File: src/core/scis_pkg.sv
// Purpose: shared constants of the supply, reset and clock integrity block
// Assumes: 8-bit register port, 10 MHz core clock
// Notes:   offsets are register indices on the plain register port
package scis_pkg;
    localparam int unsigned ADDR_W = 4;
    localparam int unsigned DATA_W = 8;

    // register offsets
    localparam logic [3:0] OFS_INTEGRITY = 4'h0;
    localparam logic [3:0] OFS_EVT_STAT  = 4'h1;
    localparam logic [3:0] OFS_EVT_MASK  = 4'h2;
    localparam logic [3:0] OFS_OPTIONS   = 4'h3;

    // integrity register field positions
    localparam int unsigned BIT_IRQ_EN   = 6;
    localparam int unsigned BIT_DET_FLAG = 5;
    localparam int unsigned BIT_LVD_RF   = 4;
    localparam int unsigned BIT_WDG_RF   = 0;

    // event status / mask field positions
    localparam int unsigned EVT_DET_TOGGLE = 0;
    localparam int unsigned EVT_CFG_FAULT  = 1;
    localparam int unsigned EVT_W          = 2;

    // options register field positions
    localparam int unsigned OPT_DOUBLER = 0;
    localparam int unsigned OPT_LVD     = 1;
    localparam int unsigned OPT_RC      = 2;

    // values after reset
    localparam logic [7:0] RST_INTEGRITY = 8'h00;
    localparam logic [1:0] RST_EVT_STAT  = 2'h0;
    localparam logic [1:0] RST_EVT_MASK  = 2'h3;
    localparam logic [7:0] RST_RDATA     = 8'h00;

    // doubler input range and core clock rate, in kHz
    localparam int unsigned CLK_KHZ     = 10000;
    localparam int unsigned OSC_MIN_KHZ = 2000;
    localparam int unsigned OSC_MAX_KHZ = 4000;
endpackage

File: src/core/scis_osc_clock_gen.sv
// Purpose: internal oscillator clock as an enable pulse on the core clock
// Assumes: oscillator pin well below half the core clock rate
// Notes:   one pulse per internal_osc_clock period
`timescale 1ns/10ps
module scis_osc_clock_gen
    import scis_pkg::*;
(
    input  wire logic clk,
    input  wire logic rstn,
    input  wire logic oscPin,
    input  wire logic doublerEn,
    output logic      oscTick
);
    logic oscMeta_q, oscSync_q, oscLast_q, halfPhase_q, oscTick_q;
    logic halfPhase_d, oscTick_d, riseSeen, anyEdge;

    always_comb begin
        riseSeen    = oscSync_q & ~oscLast_q;
        anyEdge     = oscSync_q ^ oscLast_q;
        halfPhase_d = halfPhase_q;
        oscTick_d   = 1'b0;
        if (doublerEn) begin
            // both input edges: twice the input frequency
            oscTick_d = anyEdge;
        end else if (riseSeen) begin
            // every second rising edge: input divided by two
            halfPhase_d = ~halfPhase_q;
            oscTick_d   = halfPhase_q;
        end
    end

    always_ff @(posedge clk) begin
        if (!rstn) begin
            oscMeta_q   <= 1'b0;
            oscSync_q   <= 1'b0;
            oscLast_q   <= 1'b0;
            halfPhase_q <= 1'b0;
            oscTick_q   <= 1'b0;
        end else begin
            oscMeta_q   <= oscPin;
            oscSync_q   <= oscMeta_q;
            oscLast_q   <= oscSync_q;
            halfPhase_q <= halfPhase_d;
            oscTick_q   <= oscTick_d;
        end
    end

    assign oscTick = oscTick_q;
endmodule

File: src/core/supply_clock_integrity_status.sv
// Purpose: system integrity status register, detector interrupt and
//          reset source flags, plus the internal oscillator clock source
// Assumes: register port on clk; watchdog and low-voltage reset requests
//          come from logic on clk; detector level comes from a pin
// Notes:   the reset source flags live on the power-on reset only
//
// Decided for this implementation: the address map and the address-and-strobe port.
`timescale 1ns/10ps
module supply_clock_integrity_status
    import scis_pkg::*;
(
    input  wire logic              clk,
    input  wire logic              rstn,
    input  wire logic              porRstn,
    input  wire logic              wdgReset,
    input  wire logic              lvdReset,
    input  wire logic              optDoublerEn,
    input  wire logic              optLvdEn,
    input  wire logic              optRcSource,
    input  wire logic              oscPin,
    input  wire logic              detectorPin,
    input  wire logic              isrEnter,
    input  wire logic [ADDR_W-1:0] regAddr,
    input  wire logic [DATA_W-1:0] regWdata,
    input  wire logic              regWr,
    input  wire logic              regRd,
    output logic      [DATA_W-1:0] regRdata,
    output logic                   detectorIrq,
    output logic                   irq,
    output logic                   oscTick
);
    // pin, watchdog and low-voltage resets clear the ordinary control state; power-on reset alone does not
    logic sysRstn;
    assign sysRstn = rstn & ~wdgReset & ~lvdReset;

    // option latch: taken while in reset so software cannot change it
    logic optDoubler_q, optLvd_q, optRc_q;
    logic optDoubler_d, optLvd_d, optRc_d;

    always_comb begin
        optDoubler_d = optDoubler_q;
        optLvd_d     = optLvd_q;
        optRc_d      = optRc_q;
        if (!sysRstn) begin
            optDoubler_d = optDoublerEn;
            optLvd_d     = optLvdEn;
            optRc_d      = optRcSource;
        end
    end

    always_ff @(posedge clk) begin
        if (!porRstn) begin
            // power-on is a reset too, so the straps are taken here as well
            optDoubler_q <= optDoublerEn;
            optLvd_q     <= optLvdEn;
            optRc_q      <= optRcSource;
        end else begin
            optDoubler_q <= optDoubler_d;
            optLvd_q     <= optLvd_d;
            optRc_q      <= optRc_d;
        end
    end

    scis_osc_clock_gen u_osc (
        .clk       (clk),
        .rstn      (sysRstn),
        .oscPin    (oscPin),
        .doublerEn (optDoubler_q),
        .oscTick   (oscTick)
    );

    // detector level synchroniser; only the second stage feeds logic
    logic detMeta_q, detMeta_d, detSync_q, detSync_d, detFlag_q, detFlag_d;

    always_comb begin
        detMeta_d = detectorPin;
        detSync_d = detMeta_q;
        detFlag_d = detSync_q;
    end

    always_ff @(posedge clk) begin
        if (!sysRstn) begin
            detMeta_q <= 1'b0;
            detSync_q <= 1'b0;
            detFlag_q <= 1'b0;
        end else begin
            detMeta_q <= detMeta_d;
            detSync_q <= detSync_d;
            detFlag_q <= detFlag_d;
        end
    end

    logic detToggle;
    assign detToggle = detSync_q ^ detFlag_q;

    // register access decode
    logic wrInteg, wrMask, rdStat;
    assign wrInteg = regWr & (regAddr == OFS_INTEGRITY);
    assign wrMask  = regWr & (regAddr == OFS_EVT_MASK);
    assign rdStat  = regRd & (regAddr == OFS_EVT_STAT);

    // control bit and pending detector interrupt
    logic irqEn_q, irqEn_d, pend_q, pend_d;
    always_comb begin
        irqEn_d = irqEn_q;
        pend_d  = pend_q;
        if (wrInteg) begin
            irqEn_d = regWdata[BIT_IRQ_EN];
        end
        if (isrEnter) begin
            pend_d = 1'b0;
        end
        if (irqEn_q && detToggle) begin
            // a new toggle wins over a service entry in the same cycle
            pend_d = 1'b1;
        end
    end

    always_ff @(posedge clk) begin
        if (!sysRstn) begin
            irqEn_q <= RST_INTEGRITY[BIT_IRQ_EN];
            pend_q  <= 1'b0;
        end else begin
            irqEn_q <= irqEn_d;
            pend_q  <= pend_d;
        end
    end

    assign detectorIrq = pend_q;

    // reset source flags survive pin and watchdog resets
    logic low_voltage_reset_flag_q, low_voltage_reset_flag_d, watchdog_reset_flag_q, watchdog_reset_flag_d;
    always_comb begin
        low_voltage_reset_flag_d = low_voltage_reset_flag_q;
        watchdog_reset_flag_d = watchdog_reset_flag_q;
        if (wrInteg && !regWdata[BIT_LVD_RF]) begin
            low_voltage_reset_flag_d = 1'b0;
        end
        if (wrInteg && !regWdata[BIT_WDG_RF]) begin
            watchdog_reset_flag_d = 1'b0;
        end
        if (wdgReset) begin
            watchdog_reset_flag_d = 1'b1;
        end
        if (lvdReset) begin
            // meaningless when the detector is disabled by option
            low_voltage_reset_flag_d = 1'b1;
            watchdog_reset_flag_d = 1'b0;
        end
    end

    always_ff @(posedge clk) begin
        if (!porRstn) begin
            low_voltage_reset_flag_q <= RST_INTEGRITY[BIT_LVD_RF];
            watchdog_reset_flag_q <= RST_INTEGRITY[BIT_WDG_RF];
        end else begin
            low_voltage_reset_flag_q <= low_voltage_reset_flag_d;
            watchdog_reset_flag_q <= watchdog_reset_flag_d;
        end
    end

    // sticky event status, cleared by reading it
    logic [EVT_W-1:0] evtStat_q, evtStat_d, evtMask_q, evtMask_d, evtSet;
    logic             cfgFault;
    // doubler with the RC source must not happen; flag it if it does
    assign cfgFault = optDoubler_q & optRc_q;
    assign evtSet   = {cfgFault, pend_d & ~pend_q};

    always_comb begin
        evtStat_d = evtStat_q;
        evtMask_d = evtMask_q;
        if (rdStat) begin
            evtStat_d = '0;
        end
        evtStat_d = evtStat_d | evtSet;
        if (wrMask) begin
            evtMask_d = regWdata[EVT_W-1:0];
        end
    end

    always_ff @(posedge clk) begin
        if (!sysRstn) begin
            evtStat_q <= RST_EVT_STAT;
            evtMask_q <= RST_EVT_MASK;
        end else begin
            evtStat_q <= evtStat_d;
            evtMask_q <= evtMask_d;
        end
    end

    assign irq = |(evtStat_q & evtMask_q);

    // read data, one cycle after the strobe; reserved bits read zero
    logic [DATA_W-1:0] rdata_q, rdata_d, integVal;
    always_comb begin
        integVal               = '0;
        integVal[BIT_IRQ_EN]   = irqEn_q;
        integVal[BIT_DET_FLAG] = detFlag_q;
        integVal[BIT_LVD_RF]   = low_voltage_reset_flag_q;
        integVal[BIT_WDG_RF]   = watchdog_reset_flag_q;
        rdata_d = RST_RDATA;
        if (regRd) begin
            case (regAddr)
                OFS_INTEGRITY: rdata_d = integVal;
                OFS_EVT_STAT:  rdata_d = {{(DATA_W-EVT_W){1'b0}}, evtStat_q};
                OFS_EVT_MASK:  rdata_d = {{(DATA_W-EVT_W){1'b0}}, evtMask_q};
                OFS_OPTIONS:   rdata_d = {5'h00, optRc_q, optLvd_q,
                                          optDoubler_q};
                default:       rdata_d = RST_RDATA;
            endcase
        end
    end

    always_ff @(posedge clk) begin
        if (!sysRstn) begin
            rdata_q <= RST_RDATA;
        end else begin
            rdata_q <= rdata_d;
        end
    end

    assign regRdata = rdata_q;
endmodule

File: config.mk
export PLATFORM = sky130hd
export DESIGN_NAME = supply_clock_integrity_status
export DESIGN_NICKNAME = d
export VERILOG_FILES = /design/src/core/scis_pkg.sv /design/src/core/scis_osc_clock_gen.sv /design/src/core/supply_clock_integrity_status.sv
export SDC_FILE = /design/constraint.sdc
export NUM_CORES = 1
export LEC_CHECK = 0
export BUFFER_PORTS_ARGS = -buffer_cell sky130_fd_sc_hd__buf_2
export CORE_AREA = 10 10 57 59
export CTS_CLUSTER_DIAMETER = 30
export DETAILED_ROUTE_END_ITERATION = 10
export DIE_AREA = 0 0 67 69
export PLACE_DENSITY_LB_ADDON = 0.25
export SKIP_LAST_GASP = 1
export SLEW_MARGIN = 20
export SYNTH_ARGS = -nofsm -noshare
export SYNTH_HDL_FRONTEND = slang
export SYNTH_SLANG_ARGS = --single-unit
File: constraint.sdc
create_clock -name clk -period 1.4 [get_ports clk]
set_input_delay 0.14 -clock clk [delete_from_list [all_inputs] [get_ports clk]]
set_output_delay 0.14 -clock clk [all_outputs]
set_load 0.01 [all_outputs]
==> flow_metrics.tcl, run 1 <==
set metrics [dict create \
    first_pass_iters 6 \
    drv_slew 0 \
    insertion_delay_ps 310 \
    drc 0 \
    synth_edf_count 3 \
    synth_compound_area_share_pct 7.15 \
    ant_nets 0 \
    ys_top_cells_by_count "dfxtp_1 (22), nor2_1 (9), and2_1 (7), nand2_1 (7), nand3_1 (7)" \
    synth_xor_xnor_area_share_pct 1.79 \
    async_flop_share_pct 0 \
    port_buffers 29 \
    critPathCaptureType "flop" \
    synthMuxAreaShare_pct 4.60 \
    clkTransAtPathRegs_ps 140 \
    power.density_mw_per_mm2 967 \
    avgSynthCellArea_um2 10.3 \
    hold_viol 0 \
    cp.required_ps 1620 \
    maxCapViolCount 0 \
    yosys.area.top_type "dfxtp_1" \
    synth_area_leaders "dfxtp_1 (45%), edfxtp_1 (9.2%), and2_1 (4.5%)" \
    power.total_uw 1160 \
    drt_iter0_drc 24 \
    clock-sinks 25 \
    fmax_ghz 0.830 \
    layout.nets 157 \
    critPathBufInv 0 \
    wl_per_cell_um 12.5 \
    whs_ps 17.9 \
    fin_skew_ps 4.44 \
    slowest_stage "mux4_2" \
    vias 786 \
    clockRootBuffer "clkbuf_4" \
    num_rows 17 \
    fin_crit_ps 1200 \
    cts_tree "done" \
    initial_core_util_pct 45.6 \
    setup_violations 0 \
    die_area_mm2 0.00462 \
    path_cells "mux4_2 -> and2_1" \
    hold_class "in2reg" \
    cts_buffers 3 \
    grt_start_max_net_pins 16 \
    status "complete, no violations" \
    ys_seq_elements 25 \
    dp_slack_ps 206 \
    gp_congestion 0.810 \
    grt_usage_pct 8.88 \
    antenna_found_initial 0 \
    ioPinCount 36 \
    drive_gt1_share_pct 31.5 \
    area_growth_pct 22.9 \
    setup_ws_ps 196 \
    start_kind "flop" \
    cts_buffer_depth 2 \
    yosysUniqueCellTypes 31 \
    fin_tns_setup_ps 0 \
    cp.arrival_ps 1420 \
    ys.flop_type "dfxtp_1" \
    cp_top_family "multiplexers" \
    yosysTopAreaCellShare_pct 45.0 \
    synth_most_common_cell "dfxtp_1" \
    cellLeakagePower_uw 0.000534 \
    vias_per_cell 4.97 \
    yosys.area_share.simple_pct 26.8 \
    netlist_area_um2 980 \
    ys_warn_count 0 \
    ys_seq_area_share_pct 54.2 \
    finalCritPeriodShare_pct 86.0 \
    slowest_delay_ps 490 \
    largest_reg_flops 6 \
    critPathKind "reg2reg" \
    synthCells 95 \
    rsz0062_at_grt "false" \
    grt_pass1_wl_um 3350 \
    grt_pass1_vias 773 \
    grt-ovfl-total 0 \
    peakVddDrop_mv 0.589 \
    die_w_um 67 \
    hpwl_um 1630 \
    path_max_fanout 4 \
    drt_wl_total_um 1980 \
    yosys.area_share.adder_pct 1.28 \
    antenna_cells 0 \
    synth_top_family_by_area "simple AND/OR/NAND/NOR gates" \
    htree_levels 1 \
    die_y_um 69 \
    coreArea_mm2 0.00215 \
]
final timing paths:
path / from / slack [ps] / cells after the start / endpoint
worst max-delay path: optDoubler_q$_DFFE_PP_ / 200 / 2 / regRdata[0]$_SDFF_PN0_
worst max register to register: optDoubler_q$_DFFE_PP_ / 200 / 2 / regRdata[0]$_SDFF_PN0_
worst min-delay path: oscPin / 20 / 2 / u_osc.oscMeta_q$_SDFF_PN0_
worst min register to register: detMeta_q$_SDFF_PN0_ / 440 / 1 / detFlag_d$_SDFF_PN0_
logic make-up after synthesis:
kind of cell | count (synthesis)
AOI/OAI and AO/OA | 12
muxes | 3
xor gates and xnor gates | 2
DFF | 25
and+or+nand+nor | 46
adders and majority gates | 1
buffers and inverters | 5
other | 1
worst reg2reg max path, stage by stage (launching register included):
cell and delay [ps]:
edfxtp_1 470, mux4_2 490, and2_1 160
area by class of cell:
type / count / area, µm²
Tap cell: 28 / 35.0
Clock inverter: 1 / 6.26
Inverter: 1 / 3.75
Sequential cell: 25 / 531
Clock buffer: 3 / 22.5
Fill cell: 205 / 945
Timing Repair Buffer: 34 / 190
Multi-Input combinational cell: 66 / 415
stage by stage:
step / std cells / area [µm²] / util, %
3_5_place_dp: 151 / 1140 / 53.3
2_1_floorplan: 96 / 983 / -
3_3_place_gp: 151 / 1140 / 53.3
6_report: 158 / 1200 / 56.0
4_1_cts: 158 / 1200 / 56.0
5_1_grt: 158 / 1200 / 56.0
what timing repair did:
item | CTS | global route
endpoints found under the setup margin | 0 | 0
hold buffers | 3 | 0
endpoints found under the hold margin | 3 | 0
resized for setup | 0 | 0
setup buffers | 0 | 0
power breakdown:
group | internal (µW) | switching (µW)
clock network | 111 | 209
registers | 739 | 7.89
logic | 51.1 | 46.6
layer usage:
metal | track usage, % | vias up | wire length, µm
met5 | 0 | - | 0
met1 | 9.85 | 364 | 855
met3 | 3.06 | 2 | 141
met2 | 14.5 | 23 | 966
met4 | 4.07 | 0 | 17
li1 | - | 397 | -
cell usage in the layout (no fill, tap or decap), types with 2 or more instances in the layout:
cell	n
dlygate4sd3_1	3
nand2_1	7
buf_4	2
nor2b_1	2
o21ai_1	2
nor2_1	9
o21ai_0	4
a21oi_1	3
edfxtp_1	3
and2_1	7
conb_1	2
and3_1	5
mux2_2	2
nand3_1	7
buf_2	29
dfxtp_1	22
clkbuf_4	3
nand2b_1	2
Power figures use the tool's default switching activity.
==> run 2, diff against run 1 <==
Settings changed: CAP_MARGIN from default to 20, CORE_AREA 10 10 57 59 to 2 2 50 52, DIE_AREA 0 0 67 69 to 0 0 52 54.
==> flow_metrics.tcl, run 2 (same netlist as run 1, synthesis figures left out) <==
set metrics [dict create \
    status "complete, no violations" \
    peakVddDrop_mv 0.533 \
    fin_skew_ps 3.73 \
    layout_common_cells "buf_2 (29), dfxtp_1 (22), nor2_1 (9)" \
    vias 785 \
    cp.required_ps 1620 \
    ant_nets 0 \
    drv_slew 0 \
    clockRootBuffer "clkbuf_4" \
    drc 0 \
    antenna_cells 0 \
    die_y_um 54 \
    hold_viol 0 \
    grt_pass1_wl_um 3170 \
    path_max_fanout 4 \
    path_cells "mux4_2 -> and2_1" \
    grt_usage_pct 15.5 \
    critPathKind "reg2reg" \
    start_kind "flop" \
    place_area_mm2 0.00114 \
    wl_per_cell_um 11.5 \
    critPathCaptureType "flop" \
    drt_iter0_drc 6 \
    grt_start_max_net_pins 16 \
    clkTransAtPathRegs_ps 130 \
    gp_congestion 0.823 \
    rrSetupSlack_ps 190 \
    power.total_uw 1170 \
    hold_class "in2reg" \
    largest_reg_flops 6 \
    fin_crit_ps 1210 \
    layout_commonest_cell "buf_2" \
    port_buffers 29 \
    num_rows 18 \
    ctsResizeCount 0 \
    die_w_um 52 \
    finalNonFillerCells 160 \
    grt_pass1_vias 736 \
    maxCapViolCount 0 \
    coreArea_mm2 0.00232 \
    cts_setup_buffers 0 \
    rsz0062_at_grt "false" \
    hpwl_um 1440 \
    layout.nets 157 \
    insertion_delay_ps 310 \
    fmax_ghz 0.830 \
    initial_core_util_pct 42.2 \
    cts_buffer_depth 2 \
    cellLeakagePower_uw 0.000533 \
    ioPinCount 36 \
    area_growth_pct 23.4 \
    ff2ff_path_depth 2 \
    slowest_delay_ps 490 \
    grt-ovfl-total 0 \
    cts_tree "done" \
    drt_wl_total_um 1850 \
    placed_cells 152 \
    fin_area_mm2 0.00121 \
    rr_startpoint "optDoubler_q$_DFFE_PP_" \
    power.density_mw_per_mm2 968 \
    vias_per_cell 4.91 \
    fillers 212 \
    worstHoldStart "oscPin" \
    hold_end "u_osc.oscMeta_q$_SDFF_PN0_" \
    finalCritPeriodShare_pct 86.1 \
    fin_util_pct 52.1 \
    antenna_found_initial 0 \
    htree_levels 1 \
    clock-sinks 25 \
    regToRegEndpoint "regRdata[0]$_SDFF_PN0_" \
    drive_gt1_share_pct 30.8 \
    setup_violations 0 \
    slowest_stage "mux4_2" \
    holdPathStages 2 \
    first_pass_iters 4 \
    die_area_mm2 0.00281 \
    fin_tns_setup_ps 0 \
    hold_buffers 4 \
    cts_buffers 3 \
    cp.arrival_ps 1430 \
]
## run 2: changes by cell type in the layout (fill, tap and decap cells not counted), sizes merged
cell	previous run	this run
buf	31	30
dlygate4sd3	3	4
## run 2: critical path: cells and delay by family, from the launching register on
kind             cells  cell delay (ps)
flip-flops           1              470
AND/OR/NAND/NOR      1              160
multiplexers         1              490
## run 2: metrics by stage
step                hold WS, ps  setup slack, ps
floorplan                   239              272
global placement            317              221
detailed placement          318              216
CTS                        5.99              199
global route               19.7              175
finish                     17.0              195
## run 2: how the worst max path moves through the flow
stage | start | endpoint | slack (ps)
2_1_floorplan | optDoubler_q$_DFFE_PP_ | regRdata[0]$_SDFF_PN0_ | 270
3_3_place_gp | optDoubler_q$_DFFE_PP_ | regRdata[0]$_SDFF_PN0_ | 220
3_5_place_dp | optDoubler_q$_DFFE_PP_ | regRdata[0]$_SDFF_PN0_ | 220
4_1_cts | optDoubler_q$_DFFE_PP_ | regRdata[0]$_SDFF_PN0_ | 200
5_1_grt | optDoubler_q$_DFFE_PP_ | regRdata[0]$_SDFF_PN0_ | 170
6_report | optDoubler_q$_DFFE_PP_ | regRdata[0]$_SDFF_PN0_ | 190
## run 2: area by class of cell
cell class / instances / area (µm²) / share of cell area [%]
clock inverter: 1 / 6.26 / 0.518
timing repair buffer: 34 / 193 / 15.9
sequential: 25 / 531 / 43.9
multi-input combinational: 66 / 415 / 34.4
tap: 30 / 37.5 / 3.11
inverter: 1 / 3.75 / 0.311
clock buffer: 3 / 22.5 / 1.86
## run 2: where the power goes
part	switching (µW)	internal, µW
combinational	47.2	51.6
clock	213	111
sequential	8.23	739
## run 2: layer usage
| metal | part of all wire (%) | GRT usage, % | up-vias | routed length [µm] |
|---|---|---|---|---|
| met5 | 0 | 0 | - | 0 |
| met4 | 0.81 | 7.89 | 0 | 15 |
| met3 | 5.4 | 2.78 | 2 | 99 |
| met2 | 51 | 26.6 | 23 | 933 |
| met1 | 43 | 18.5 | 366 | 797 |
| li1 | - | - | 394 | - |
==> run 3, diff against run 2 <==
Settings changed: REMOVE_ABC_BUFFERS from default to 1.
==> flow_metrics.tcl, run 3 (same netlist as run 1, synthesis figures left out) <==
set metrics [dict create \
    insertion_delay_ps 320 \
    ctsResizeCount 0 \
    area_growth_pct 24.8 \
    largest_reg_flops 6 \
    antenna_found_initial 0 \
    layout_commonest_cell "buf_2" \
    vias 789 \
    grt.busiest_layer "met2" \
    path_max_fanout 4 \
    fin_util_pct 52.7 \
    cp.arrival_ps 1430 \
    cts_buffers 3 \
    coreArea_mm2 0.00232 \
    cts_setup_buffers 0 \
    grt_pass1_vias 732 \
    antenna_cells 0 \
    vias_per_cell 4.87 \
    wl_per_cell_um 11.4 \
    rsz0062_at_grt "false" \
    power.density_mw_per_mm2 951 \
    ant_nets 0 \
    num_rows 18 \
    fin_tns_setup_ps 0 \
    fin_crit_ps 1200 \
    fillers 233 \
    gp_congestion 0.852 \
    setup_ws_ps 197 \
    drv_slew 0 \
    die_w_um 52 \
    clkTransAtPathRegs_ps 140 \
    port_buffers 29 \
    peakVddDrop_mv 0.780 \
    hold_viol 0 \
    cts_tree "done" \
    die_area_mm2 0.00281 \
    hold_class "in2reg" \
    use_met2_pct 26.2 \
    layout.nets 159 \
    drt_wl_total_um 1850 \
    status "complete, no violations" \
    power.total_uw 1160 \
    hpwl_um 1450 \
    layout_common_cells "buf_2 (29), dfxtp_1 (22), nor2_1 (9)" \
    ioPinCount 36 \
    clockRootBuffer "clkbuf_4" \
    first_pass_iters 4 \
    grt-ovfl-total 0 \
    initial_core_util_pct 42.2 \
    whs_ps 19.3 \
    start_kind "flop" \
    setup_violations 0 \
    grt_pass1_wl_um 3060 \
    drc 0 \
    drive_gt1_share_pct 31.8 \
    clock-sinks 25 \
    dp_slack_ps 212 \
    die_y_um 54 \
    htree_levels 1 \
    maxCapViolCount 0 \
    hold_buffers 3 \
    grt_util_met3_pct 3.33 \
    fin_skew_ps 9.01 \
    cellLeakagePower_uw 0.000543 \
    gr-usage-met1_pct 17.0 \
    fmax_ghz 0.831 \
    cts_buffer_depth 2 \
    grt_start_max_net_pins 15 \
    cp.required_ps 1630 \
    grt_usage_pct 15.8 \
    critPathCaptureType "flop" \
    finalCritPeriodShare_pct 85.9 \
    critPathKind "reg2reg" \
    drt_iter0_drc 3 \
]
## run 3: changes by cell type in the layout (fill, tap and decap cells not counted)
cell and delta:
inv_4 -1, buf_4 +2, clkinv_2 +1
## run 3: per-stage QoR
stage	instances	cell area, µm²
after floorplan	92	950
final	162	1220
after global placement	154	1150
after CTS	161	1210
after global routing	162	1220
after detailed placement	154	1150
## run 3: layer usage
metal	up-vias	routed length, µm
li1	395	-
met1	356	766
met5	-	0
met2	30	890
met3	8	107
met4	0	82
## run 3: worst max-delay path, stage by stage, from the launching register on
cell      delay, ps
edfxtp_1        480
mux4_2          480
and2_1          160
## run 3: layout make-up
| cell class | count | area [µm²] | area share [%] |
|---|---|---|---|
| tap | 30 | 37.5 | 3.07 |
| inverter | 1 | 3.75 | 0.307 |
| timing repair buffer | 36 | 208 | 17.0 |
| multi-input combinational | 66 | 415 | 34.0 |
| sequential | 25 | 531 | 43.4 |
| clock buffer | 3 | 22.5 | 1.84 |
| clock inverter | 1 | 5.00 | 0.409 |
## run 3: power breakdown
| group | leakage, µW | switching (µW) | internal [µW] | total, µW |
|---|---|---|---|---|
| clock | 0.0000177 | 208 | 107 | 315 |
| sequential | 0.000209 | 8.40 | 739 | 747 |
| combinational | 0.000316 | 46.5 | 54.2 | 101 |
| total | 0.000543 | 263 | 900 | 1160 |
## run 3: worst paths after layout
kind | start | end | slack (ps) | depth (start not counted)
worst min register to register | detMeta_q$_SDFF_PN0_ | detFlag_d$_SDFF_PN0_ | 440 | 1
worst min-delay path | detectorPin | detMeta_q$_SDFF_PN0_ | 20 | 2
worst max register to register | optDoubler_q$_DFFE_PP_ | regRdata[0]$_SDFF_PN0_ | 200 | 2
worst max-delay path | optDoubler_q$_DFFE_PP_ | regRdata[0]$_SDFF_PN0_ | 200 | 2
